## src/rtl/ccp_pkg.sv

```systemverilog
// shared constants and types of the codec control port host
package ccp_pkg;
	localparam int CCP_TICK_CYC = 4;
	localparam logic [7:0] CCP_DEV_WR = 8'h10;
	localparam logic [7:0] CCP_DEV_RD = 8'h20;
	localparam logic [6:0] CCP_TWI_ADDR = 7'h1A;
	localparam logic [6:0] CCP_WIDE_REG = 7'h49;
	localparam int CCP_WIDE_BIT = 8;
	localparam logic [5:0] CCP_SEG_HDR = 6'h10;
	localparam logic [5:0] CCP_SEG_W16 = 6'h10;
	localparam logic [5:0] CCP_SEG_W24 = 6'h18;
	localparam logic [5:0] CCP_SEG_WORD = 6'h09;
	localparam logic [5:0] CCP_SEG_RD = 6'h10;
	localparam logic [3:0] CCP_ACK_BIT = 4'h8;
	localparam logic [2:0] CCP_ST_ADDR_WR = 3'h0;
	localparam logic [2:0] CCP_ST_CTRL = 3'h1;
	localparam logic [2:0] CCP_ST_DATA = 3'h2;
	localparam logic [2:0] CCP_ST_ADDR_RD = 3'h3;
	localparam logic [2:0] CCP_ST_RX_HI = 3'h4;
	localparam logic [2:0] CCP_ST_RX_LO = 3'h5;

	typedef enum logic [6:0] {
		ST_IDLE = 7'h01,
		ST_SPI = 7'h02,
		ST_CSUP = 7'h04,
		ST_TSTART = 7'h08,
		ST_TBIT = 7'h10,
		ST_TSTOP = 7'h20,
		ST_DONE = 7'h40
	} ccp_state_t;

	typedef enum logic [2:0] {
		PR_TWI = 3'h1,
		PR_SPI16 = 3'h2,
		PR_SPI24 = 3'h4
	} ccp_proto_t;
endpackage : ccp_pkg

```

## src/rtl/ccp_sync.sv

```systemverilog
// two flip-flop synchroniser for pin inputs
`timescale 1ns/1ps
module ccp_sync #(
	parameter int W = 2,
	parameter logic [W-1:0] RST_VAL = '0
) (
	input wire logic clk,
	input wire logic sys_rst,
	input wire logic [W-1:0] d,
	output logic [W-1:0] q
);
	logic [W-1:0] meta;

	always_ff @(posedge clk or posedge sys_rst) begin
		if (sys_rst) begin
			meta <= RST_VAL;
			q <= RST_VAL;
		end else begin
			meta <= d;
			q <= meta;
		end
	end
endmodule : ccp_sync

```

## src/rtl/ccp_host.sv

```systemverilog
// host controller for the codec control port: 16-bit spi, 24/32-bit spi and 2-wire
//
// Overview of operation
// wide spi first byte is 0x10 for writes, 0x20 for reads.
// 16-bit spi frame: 7-bit address then 9 data bits, msb first.
// 16-bit spi mode has no read path; reads are refused.
// 16-bit write commits when chip select rises after last data bit.
// 24-bit write framed by chip select low, then address byte, register, data.
// further 9-bit blocks in one 24-bit write go to next addresses.
// wide spi entered by writing 1 to bit 8 of register 0x049.
// wide spi left by clearing that bit with a 24-bit write.
// 32-bit read: device byte, register byte, two data bytes, framed by select.
// continued spi read clocking returns next addresses, wrapping to 0x00.
// unassigned addresses in spi read sequence return zero.
// 2-wire device is slave only, bytes msb first.
// 2-wire operations start with START and end with STOP.
// STOP returns the device 2-wire port to standby.
// transmitter releases data after eight bits; receiver acks low on ninth.
// 2-wire slave address upper seven bits are 0011010, lsb is direction.
// direction bit 1 means read, 0 means write.
// device acks a matching address, leaves line high otherwise.
// 2-wire write: START, address, control byte, data bytes, STOP, all acked.
// 2-wire read: address write, control byte, repeated START, address read.
// device sends bytes while master acks; master ends with STOP.
// 2-wire read pointer advances per byte and wraps 7Fh to 00h; cur_addr here advances once per two-byte register read.
// with wide spi set, 24/32-bit spi is used whatever the select pin.
// 24-bit frame: 8-bit device byte, 7-bit register, 9 data bits.
// 32-bit read data: register value in low 9 of 16 bits.
// all spi transfers are msb first.
// 2-wire control byte: address in upper bits, data bit 8 in lsb.
`timescale 1ns/1ps
module ccp_host
	import ccp_pkg::*;
#(
	parameter int TICK_CYC = CCP_TICK_CYC
) (
	input wire logic clk,
	input wire logic sys_rst,
	input wire logic cmd_valid,
	output logic cmd_ready,
	input wire logic cmd_read,
	input wire logic [6:0] cmd_addr,
	input wire logic [8:0] cmd_data,
	input wire logic [7:0] cmd_len,
	input wire logic iface_sel,
	output logic data_take,
	output logic rd_valid,
	output logic [8:0] rd_data,
	output logic done,
	output logic fail,
	output logic wide_spi_enable,
	output logic sclk,
	output logic chip_select_low,
	output logic sdio_out,
	output logic sdio_oe,
	input wire logic sdio_in,
	input wire logic so_in
);
	localparam int DIV_W = $clog2(TICK_CYC) + 1;
	localparam logic [DIV_W-1:0] DIV_LAST = DIV_W'(TICK_CYC - 1);

	ccp_state_t state, next_state;
	ccp_proto_t proto, next_proto;
	logic [DIV_W-1:0] div;
	logic tick;
	logic [1:0] sub, next_sub;
	logic [5:0] seg, next_seg;
	logic [3:0] bcnt, next_bcnt;
	logic [2:0] step, next_step;
	logic [31:0] shreg, next_shreg;
	logic [15:0] rx, next_rx;
	logic hi_bit, next_hi_bit;
	logic hdr, next_hdr;
	logic rd, next_rd;
	logic err, next_err;
	logic [7:0] words, next_words;
	logic [6:0] cur_addr, next_cur_addr;
	logic [8:0] wdata, next_wdata;
	logic next_cmd_ready, next_data_take, next_rd_valid, next_done, next_fail, next_wide;
	logic [8:0] next_rd_data;
	logic next_sclk, next_csn, next_sdio_out, next_sdio_oe;
	logic word_commit;
	logic [1:0] pins_sync;
	logic sda_s, so_s;

	ccp_sync #(.W(2), .RST_VAL(2'h1)) u_sync (
		.clk(clk),
		.sys_rst(sys_rst),
		.d({so_in, sdio_in}),
		.q(pins_sync)
	);
	assign sda_s = pins_sync[0];
	assign so_s = pins_sync[1];

	function automatic logic [7:0] twi_byte(input logic [2:0] s, input logic r, input logic [6:0] a,
		input logic [8:0] d);
		logic [7:0] b;
		b = 8'h00;
		unique case (s)
			CCP_ST_ADDR_WR: b = {CCP_TWI_ADDR, 1'b0};
			CCP_ST_CTRL: b = r ? {a, 1'b0} : {a, d[8]};
			CCP_ST_DATA: b = d[7:0];
			default: b = {CCP_TWI_ADDR, 1'b1};
		endcase
		return b;
	endfunction : twi_byte

	////////////////////////////////////////////////////////////////////////////////
	// bit clock divider
	always_ff @(posedge clk or posedge sys_rst) begin
		if (sys_rst) begin
			div <= '0;
		end else begin
			div <= (div == '0) ? DIV_LAST : div - 1'b1;
		end
	end
	assign tick = (div == '0);

	////////////////////////////////////////////////////////////////////////////////
	// sequencer next values
	always_comb begin
		next_state = state;
		next_proto = proto;
		next_sub = sub;
		next_seg = seg;
		next_bcnt = bcnt;
		next_step = step;
		next_shreg = shreg;
		next_rx = rx;
		next_hi_bit = hi_bit;
		next_hdr = hdr;
		next_rd = rd;
		next_err = err;
		next_words = words;
		next_cur_addr = cur_addr;
		next_wdata = wdata;
		next_data_take = 1'b0;
		next_rd_valid = 1'b0;
		next_rd_data = rd_data;
		next_done = 1'b0;
		next_fail = fail;
		next_wide = wide_spi_enable;
		next_sclk = sclk;
		next_csn = chip_select_low;
		next_sdio_out = sdio_out;
		next_sdio_oe = sdio_oe;
		word_commit = 1'b0;
		unique case (state)
			ST_IDLE: begin
				if (cmd_valid && cmd_ready) begin
					next_rd = cmd_read;
					next_cur_addr = cmd_addr;
					next_wdata = cmd_data;
					next_words = cmd_len;
					next_sub = 2'h0;
					next_err = 1'b0;
					next_hdr = cmd_read;
					if (wide_spi_enable) begin
						next_proto = PR_SPI24;
						next_state = ST_SPI;
						next_csn = 1'b0;
						next_shreg = cmd_read ? {CCP_DEV_RD, 1'b0, cmd_addr, 16'h0000}
							: {CCP_DEV_WR, cmd_addr, cmd_data, 8'h00};
						next_seg = cmd_read ? CCP_SEG_HDR : CCP_SEG_W24;
					end else if (iface_sel) begin
						next_proto = PR_SPI16;
						if (cmd_read) begin
							next_err = 1'b1;
							next_state = ST_DONE;
						end else begin
							next_state = ST_SPI;
							next_csn = 1'b0;
							next_words = 8'h00;
							next_shreg = {cmd_addr, cmd_data, 16'h0000};
							next_seg = CCP_SEG_W16;
						end
					end else begin
						next_proto = PR_TWI;
						next_state = ST_TSTART;
						next_step = CCP_ST_ADDR_WR;
					end
				end
			end
			ST_SPI: begin
				if (tick) begin
					unique case (sub)
						2'h0: begin
							next_sclk = 1'b0;
							next_sdio_out = shreg[31];
							next_sdio_oe = 1'b0;
							next_sub = 2'h1;
						end
						2'h1: begin
							next_sclk = 1'b1;
							next_sub = 2'h2;
						end
						default: begin
							next_sclk = 1'b0;
							next_rx = {rx[14:0], so_s};
							next_shreg = {shreg[30:0], 1'b0};
							next_seg = seg - 1'b1;
							next_sub = 2'h0;
							if (seg == 6'h01) begin
								if (hdr) begin
									next_hdr = 1'b0;
									next_seg = CCP_SEG_RD;
								end else begin
									if (rd) begin
										next_rd_valid = 1'b1;
										next_rd_data = {rx[7:0], so_s};
									end else begin
										word_commit = 1'b1;
									end
									next_cur_addr = cur_addr + 1'b1;
									if (words != 8'h00) begin
										next_words = words - 1'b1;
										if (rd) begin
											next_seg = CCP_SEG_RD;
										end else begin
											next_seg = CCP_SEG_WORD;
											next_shreg = {cmd_data, 23'h000000};
											next_wdata = cmd_data;
											next_data_take = 1'b1;
										end
									end else begin
										next_state = ST_CSUP;
									end
								end
							end
						end
					endcase
				end
			end
			ST_CSUP: begin
				if (tick) begin
					if (!chip_select_low) begin
						next_csn = 1'b1;
						next_sdio_out = 1'b1;
						next_sdio_oe = 1'b1;
					end else begin
						next_sclk = 1'b1;
						next_state = ST_DONE;
					end
				end
			end
			ST_TSTART: begin
				if (tick) begin
					unique case (sub)
						2'h0: begin
							next_sclk = 1'b0;
							next_sdio_out = 1'b0;
							next_sdio_oe = 1'b1;
							next_sub = 2'h1;
						end
						2'h1: begin
							next_sclk = 1'b1;
							next_sub = 2'h2;
						end
						2'h2: begin
							next_sdio_oe = 1'b0;
							next_sub = 2'h3;
						end
						default: begin
							next_sclk = 1'b0;
							next_shreg = {twi_byte(step, rd, cur_addr, wdata), 24'h000000};
							next_bcnt = 4'h0;
							next_sub = 2'h0;
							next_state = ST_TBIT;
						end
					endcase
				end
			end
			ST_TBIT: begin
				if (tick) begin
					unique case (sub)
						2'h0: begin
							next_sdio_out = 1'b0;
							if (bcnt != CCP_ACK_BIT) begin
								next_sdio_oe = (step <= CCP_ST_ADDR_RD) ? shreg[31] : 1'b1;
							end else if (step <= CCP_ST_ADDR_RD) begin
								next_sdio_oe = 1'b1;
							end else begin
								next_sdio_oe = (step == CCP_ST_RX_LO) && (words == 8'h00);
							end
							next_sub = 2'h1;
						end
						2'h1: begin
							next_sclk = 1'b1;
							next_sub = 2'h2;
						end
						default: begin
							next_sclk = 1'b0;
							next_sub = 2'h0;
							if (bcnt != CCP_ACK_BIT) begin
								next_rx = {rx[14:0], sda_s};
								next_shreg = {shreg[30:0], 1'b0};
								next_bcnt = bcnt + 1'b1;
							end else begin
								next_bcnt = 4'h0;
								if (step <= CCP_ST_ADDR_RD) begin
									if (sda_s) begin
										next_err = 1'b1;
										next_state = ST_TSTOP;
									end else begin
										unique case (step)
											CCP_ST_ADDR_WR: next_step = CCP_ST_CTRL;
											CCP_ST_CTRL: next_step = rd ? CCP_ST_ADDR_RD : CCP_ST_DATA;
											CCP_ST_DATA: next_step = CCP_ST_DATA;
											default: next_step = CCP_ST_RX_HI;
										endcase
										if (step == CCP_ST_DATA) begin
											word_commit = 1'b1;
											next_state = ST_TSTOP;
										end else if (step == CCP_ST_CTRL && rd) begin
											next_state = ST_TSTART;
										end
										next_shreg = {twi_byte(next_step, rd, cur_addr, wdata), 24'h000000};
									end
								end else if (step == CCP_ST_RX_HI) begin
									next_hi_bit = rx[0];
									next_step = CCP_ST_RX_LO;
								end else begin
									next_rd_valid = 1'b1;
									next_rd_data = {hi_bit, rx[7:0]};
									next_cur_addr = cur_addr + 1'b1;
									if (words == 8'h00) begin
										next_state = ST_TSTOP;
									end else begin
										next_words = words - 1'b1;
										next_step = CCP_ST_RX_HI;
									end
								end
							end
						end
					endcase
				end
			end
			ST_TSTOP: begin
				if (tick) begin
					unique case (sub)
						2'h0: begin
							next_sdio_out = 1'b0;
							next_sdio_oe = 1'b0;
							next_sub = 2'h1;
						end
						2'h1: begin
							next_sclk = 1'b1;
							next_sub = 2'h2;
						end
						default: begin
							next_sdio_oe = 1'b1;
							next_sub = 2'h0;
							next_state = ST_DONE;
						end
					endcase
				end
			end
			default: begin
				next_done = 1'b1;
				next_fail = err;
				next_state = ST_IDLE;
			end
		endcase
		if (word_commit && cur_addr == CCP_WIDE_REG) begin
			next_wide = wdata[CCP_WIDE_BIT];
		end
		next_cmd_ready = (next_state == ST_IDLE);
	end

	////////////////////////////////////////////////////////////////////////////////
	// sequencer registers
	always_ff @(posedge clk or posedge sys_rst) begin
		if (sys_rst) begin
			state <= ST_IDLE;
			proto <= PR_SPI16;
			sub <= 2'h0;
			seg <= 6'h00;
			bcnt <= 4'h0;
			step <= 3'h0;
			shreg <= 32'h00000000;
			rx <= 16'h0000;
			hi_bit <= 1'b0;
			hdr <= 1'b0;
			rd <= 1'b0;
			err <= 1'b0;
			words <= 8'h00;
			cur_addr <= 7'h00;
			wdata <= 9'h000;
			cmd_ready <= 1'b0;
			data_take <= 1'b0;
			rd_valid <= 1'b0;
			rd_data <= 9'h000;
			done <= 1'b0;
			fail <= 1'b0;
			wide_spi_enable <= 1'b0;
			sclk <= 1'b1;
			chip_select_low <= 1'b1;
			sdio_out <= 1'b1;
			sdio_oe <= 1'b1;
		end else begin
			state <= next_state;
			proto <= next_proto;
			sub <= next_sub;
			seg <= next_seg;
			bcnt <= next_bcnt;
			step <= next_step;
			shreg <= next_shreg;
			rx <= next_rx;
			hi_bit <= next_hi_bit;
			hdr <= next_hdr;
			rd <= next_rd;
			err <= next_err;
			words <= next_words;
			cur_addr <= next_cur_addr;
			wdata <= next_wdata;
			cmd_ready <= next_cmd_ready;
			data_take <= next_data_take;
			rd_valid <= next_rd_valid;
			rd_data <= next_rd_data;
			done <= next_done;
			fail <= next_fail;
			wide_spi_enable <= next_wide;
			sclk <= next_sclk;
			chip_select_low <= next_csn;
			sdio_out <= next_sdio_out;
			sdio_oe <= next_sdio_oe;
		end
	end

	logic commit_wide;
	assign commit_wide = word_commit && (cur_addr == CCP_WIDE_REG);
endmodule : ccp_host

```

## config.mk

```make
export PLATFORM = sky130hd
export DESIGN_NAME = ccp_host
export DESIGN_NICKNAME = d
export VERILOG_FILES = /design/src/rtl/ccp_pkg.sv /design/src/rtl/ccp_sync.sv /design/src/rtl/ccp_host.sv
export SDC_FILE = /design/constraint.sdc
export NUM_CORES = 1
export LEC_CHECK = 0
export ABC_AREA = 1
export BUFFER_PORTS_ARGS = -buffer_cell sky130_fd_sc_hd__buf_2
export CAP_MARGIN = 30
export CORE_ASPECT_RATIO = 0.5
export CORE_MARGIN = 2
export CORE_UTILIZATION = 40
export DETAILED_ROUTE_END_ITERATION = 7
export PLACE_DENSITY = 0.58
export SYNTH_ARGS = -nofsm -noshare
export SYNTH_HDL_FRONTEND = slang
export SYNTH_SLANG_ARGS = --single-unit
```

## constraint.sdc

```tcl
create_clock -name clk -period 9.97 [get_ports clk]
set_input_delay 1.4955 -clock clk [delete_from_list [all_inputs] [get_ports clk]]
set_output_delay 1.4955 -clock clk [all_outputs]
set_load 0.05 [all_outputs]
```

==> metrics.cfg <==
[critical_path]
crit_required_ns=10.25
critical_path_peak_fanout=21
crit_path_end_kind=flip-flop
path_class=flip-flop to flip-flop
cp-start-kind=flip-flop
critPathArrivalTime_ns=3.53

[clock_tree]
numClockSinks=108
cts-resized-gates=0
cts_setup_buffers=0
ctsHoldBuffers=0
path_clk_slew_ns=0.07
cts_buffers=9
cts_root_buffer=clkbuf_16
htree_levels=3
cts_buffer_depth=2
tritoncts=yes
clkLatencyLatePin_ns=0.36

[status]
status=finished, final reports clean

[cells_and_area]
regArea_mm2=0.00271
area_delta_synth_final_pct=9.50
nNetsFinal=1086
nFillCells=1766
drive_gt1_share_pct=11.0
design_area_mm2=0.00760
fin_util_pct=45.6
multi_input_area_mm2=0.00360
antenna_cells=0

[detailed_routing]
num_vias=6669
post_drt_wl_per_cell_um=15.7
dr.pass1.iters=5
via_per_inst=5.24
postRouteAntennaNets=0
wl_mm=20.0
drtIter0Drc=675
drcViolationCount=0

[yosys]
synth_area_mm2=0.00694
synthCells=1006
synth-seq-cells=108
yosys_warnings=0
synth_nets=1051
seq_area_frac_synth_pct=39.1
synth_cell_types=42
syn_area_per_cell_um2=6.90

[sta]
setup_viol=0
tightest_slew_ns=0.942
max_freq_ghz=0.307
finalHoldViolations=0
rsz0062_at_grt=no
fin_setup_tns_ns=0
min_period_ns=3.25
slew_viol_final=0
max_slew_margin_pct=37.2
holdWs_ns=0.351
clock_skew_ns=0.00898
period_share_pct=32.6

[floorplanning]
die_h_um=97.2
die_area_mm2=0.0185
io_pins=50
die_x_um=190
num_rows=33
initial_core_util_pct=41.6
core-area_mm2=0.0167

[placement]
dpl.hpwl_mm=15.1
dpl_cell_area_mm2=0.00732
port_buffers=49
routabilityCongestion=0.919

[worst_hold_path]
min_path_type=flip-flop to flip-flop

[global_routing]
antenna_found_initial=0
grt_max_degree=56
grt_pass1_wl_mm=33.3
grt_pass1_vias=6400
grt-ovfl-total=0
grtUsageTotal_pct=22.8

[power]
power_density_mw_per_mm2=252
irDropWorstVdd_uv=81.8
leakage_nw=3.81
power.total_mw=1.92

[flow_run]
drv_cap=0

-- area by class of cell --
| type | instances | share of cell area (%) |
|---|---|---|
| Tap cell | 227 | 3.74 |
| Timing Repair Buffer | 52 | 3.52 |
| Multi-Input combinational cell | 749 | 47.4 |
| Clock buffer | 12 | 3.37 |
| Sequential cell | 108 | 35.7 |
| Inverter | 121 | 6.01 |
| Clock inverter | 4 | 0.313 |
-- cell usage after synthesis --
| library cell | count | area share, % |
|---|---|---|
| a21boi_0 | 1 | 0.11 |
| a21oi_1 | 25 | 1.8 |
| a21oi_2 | 1 | 0.13 |
| a22oi_1 | 1 | 0.11 |
| a22oi_2 | 1 | 0.18 |
| a31oi_1 | 4 | 0.36 |
| and3_1 | 2 | 0.18 |
| buf_2 | 8 | 0.58 |
| buf_4 | 4 | 0.43 |
| buf_6 | 6 | 0.97 |
| clkbuf_1 | 10 | 0.54 |
| clkinv_1 | 1 | 0.054 |
| dfrtp_1 | 101 | 36 |
| dfstp_2 | 7 | 2.6 |
| ha_1 | 14 | 2.5 |
| inv_1 | 114 | 6.2 |
| inv_2 | 6 | 0.32 |
| mux2i_1 | 1 | 0.14 |
| nand2_1 | 288 | 16 |
| nand2_2 | 6 | 0.54 |
| nand2_4 | 3 | 0.49 |
| nand3_1 | 82 | 5.9 |
| nand3_2 | 4 | 0.58 |
| nand3_4 | 1 | 0.25 |
| nand3b_1 | 3 | 0.32 |
| nand4_1 | 25 | 2.3 |
| nor2_1 | 132 | 7.1 |
| nor2_2 | 7 | 0.63 |
| nor2_4 | 7 | 1.1 |
| nor3_1 | 9 | 0.65 |
| nor3b_2 | 1 | 0.18 |
| o211a_1 | 1 | 0.14 |
| o211ai_1 | 7 | 0.76 |
| o21a_1 | 4 | 0.43 |
| o21ai_0 | 82 | 5.9 |
| o21ai_1 | 14 | 1.0 |
| o21ai_2 | 3 | 0.38 |
| o221ai_1 | 2 | 0.25 |
| o22ai_1 | 12 | 1.1 |
| o31ai_1 | 1 | 0.11 |
| xnor2_1 | 1 | 0.13 |
| xor2_1 | 4 | 0.50 |
-- per-stage QoR --
step	std cells	setup WS, ns
after floorplan	1006	5.64
after global placement	1257	6.73
after detailed placement	1257	6.65
after CTS	1273	6.81
after global routing	1273	6.46
final	1273	6.72
-- cells by family after synthesis --
| kind of cell | count (synthesis) | synth area share [%] |
|---|---|---|
| flops | 108 | 39.1 |
| fa+ha+maj | 14 | 2.52 |
| mux | 1 | 0.144 |
| xor+xnor | 5 | 0.631 |
| buf+inv | 149 | 9.06 |
| simple gates | 570 | 35.8 |
| compound gates | 159 | 12.8 |
-- routing by layer --
layer	global-route usage, %	vias up	routed length [um]
li1	-	3334	-
met1	33.8	3111	10200
met2	33.3	196	8300
met3	4.59	28	1110
met4	6.44	0	396
met5	0	-	0
-- worst paths after layout --
path | from | to | slack, ns | cells past startpoint
max reg2reg | state[3] | sdio_out | 6.72 | 9
max | state[3] | sdio_out | 6.72 | 9
min reg2reg | u_sync.meta[1] | u_sync.q[1] | 0.35 | 0
min in group asynchronous | sys_rst | rd_data[3] | 1.25 | 2
min | u_sync.meta[1] | u_sync.q[1] | 0.35 | 0
max in group asynchronous | sys_rst | cur_addr[2] | 7.54 | 3
-- state kept, by name, summed over array words and instances (netlist names), 2 cells and up --
signal,flops
bcnt,4
cur_addr,7
div,3
rd_data,9
rx,8
seg,6
shreg,24
state,7
step,3
sub,2
u_sync.meta,2
u_sync.q,2
wdata,9
words,8
-- cells in the final DEF, fill, tap and decap left out, types with 7 or more instances in the layout --
cell type	instances
nor3_1	9
nor2_2	7
nand2_1	288
dfrtp_1	101
inv_1	113
nor2_4	7
ha_1	14
buf_2	49
clkbuf_16	9
dfstp_2	7
nor2_1	132
o21ai_1	14
o211ai_1	7
nand4_1	25
o22ai_1	12
a21oi_1	25
o21ai_0	82
nand3_1	82
-- critical path, cell delays in order (launching register included) --
cell and delay (ns):
dfrtp_1 0.44, nor2_2 0.17, nand3_1 0.11, nor2_2 0.73
nor2_1 0.37, nand2_1 0.76, nor2_1 0.12, nor2_1 0.19
nand3_1 0.11, o21ai_0 0.17
-- where the power goes --
| group | internal (mW) | switching [mW] | leakage (nW) | total (mW) |
|---|---|---|---|---|
| combinational | 0.264 | 0.603 | 2.31 | 0.867 |
| sequential | 0.583 | 0.118 | 1.35 | 0.701 |
| clock | 0.183 | 0.169 | 0.142 | 0.352 |
| total | 1.03 | 0.890 | 3.81 | 1.92 |
Power figures use the tool's default switching activity.
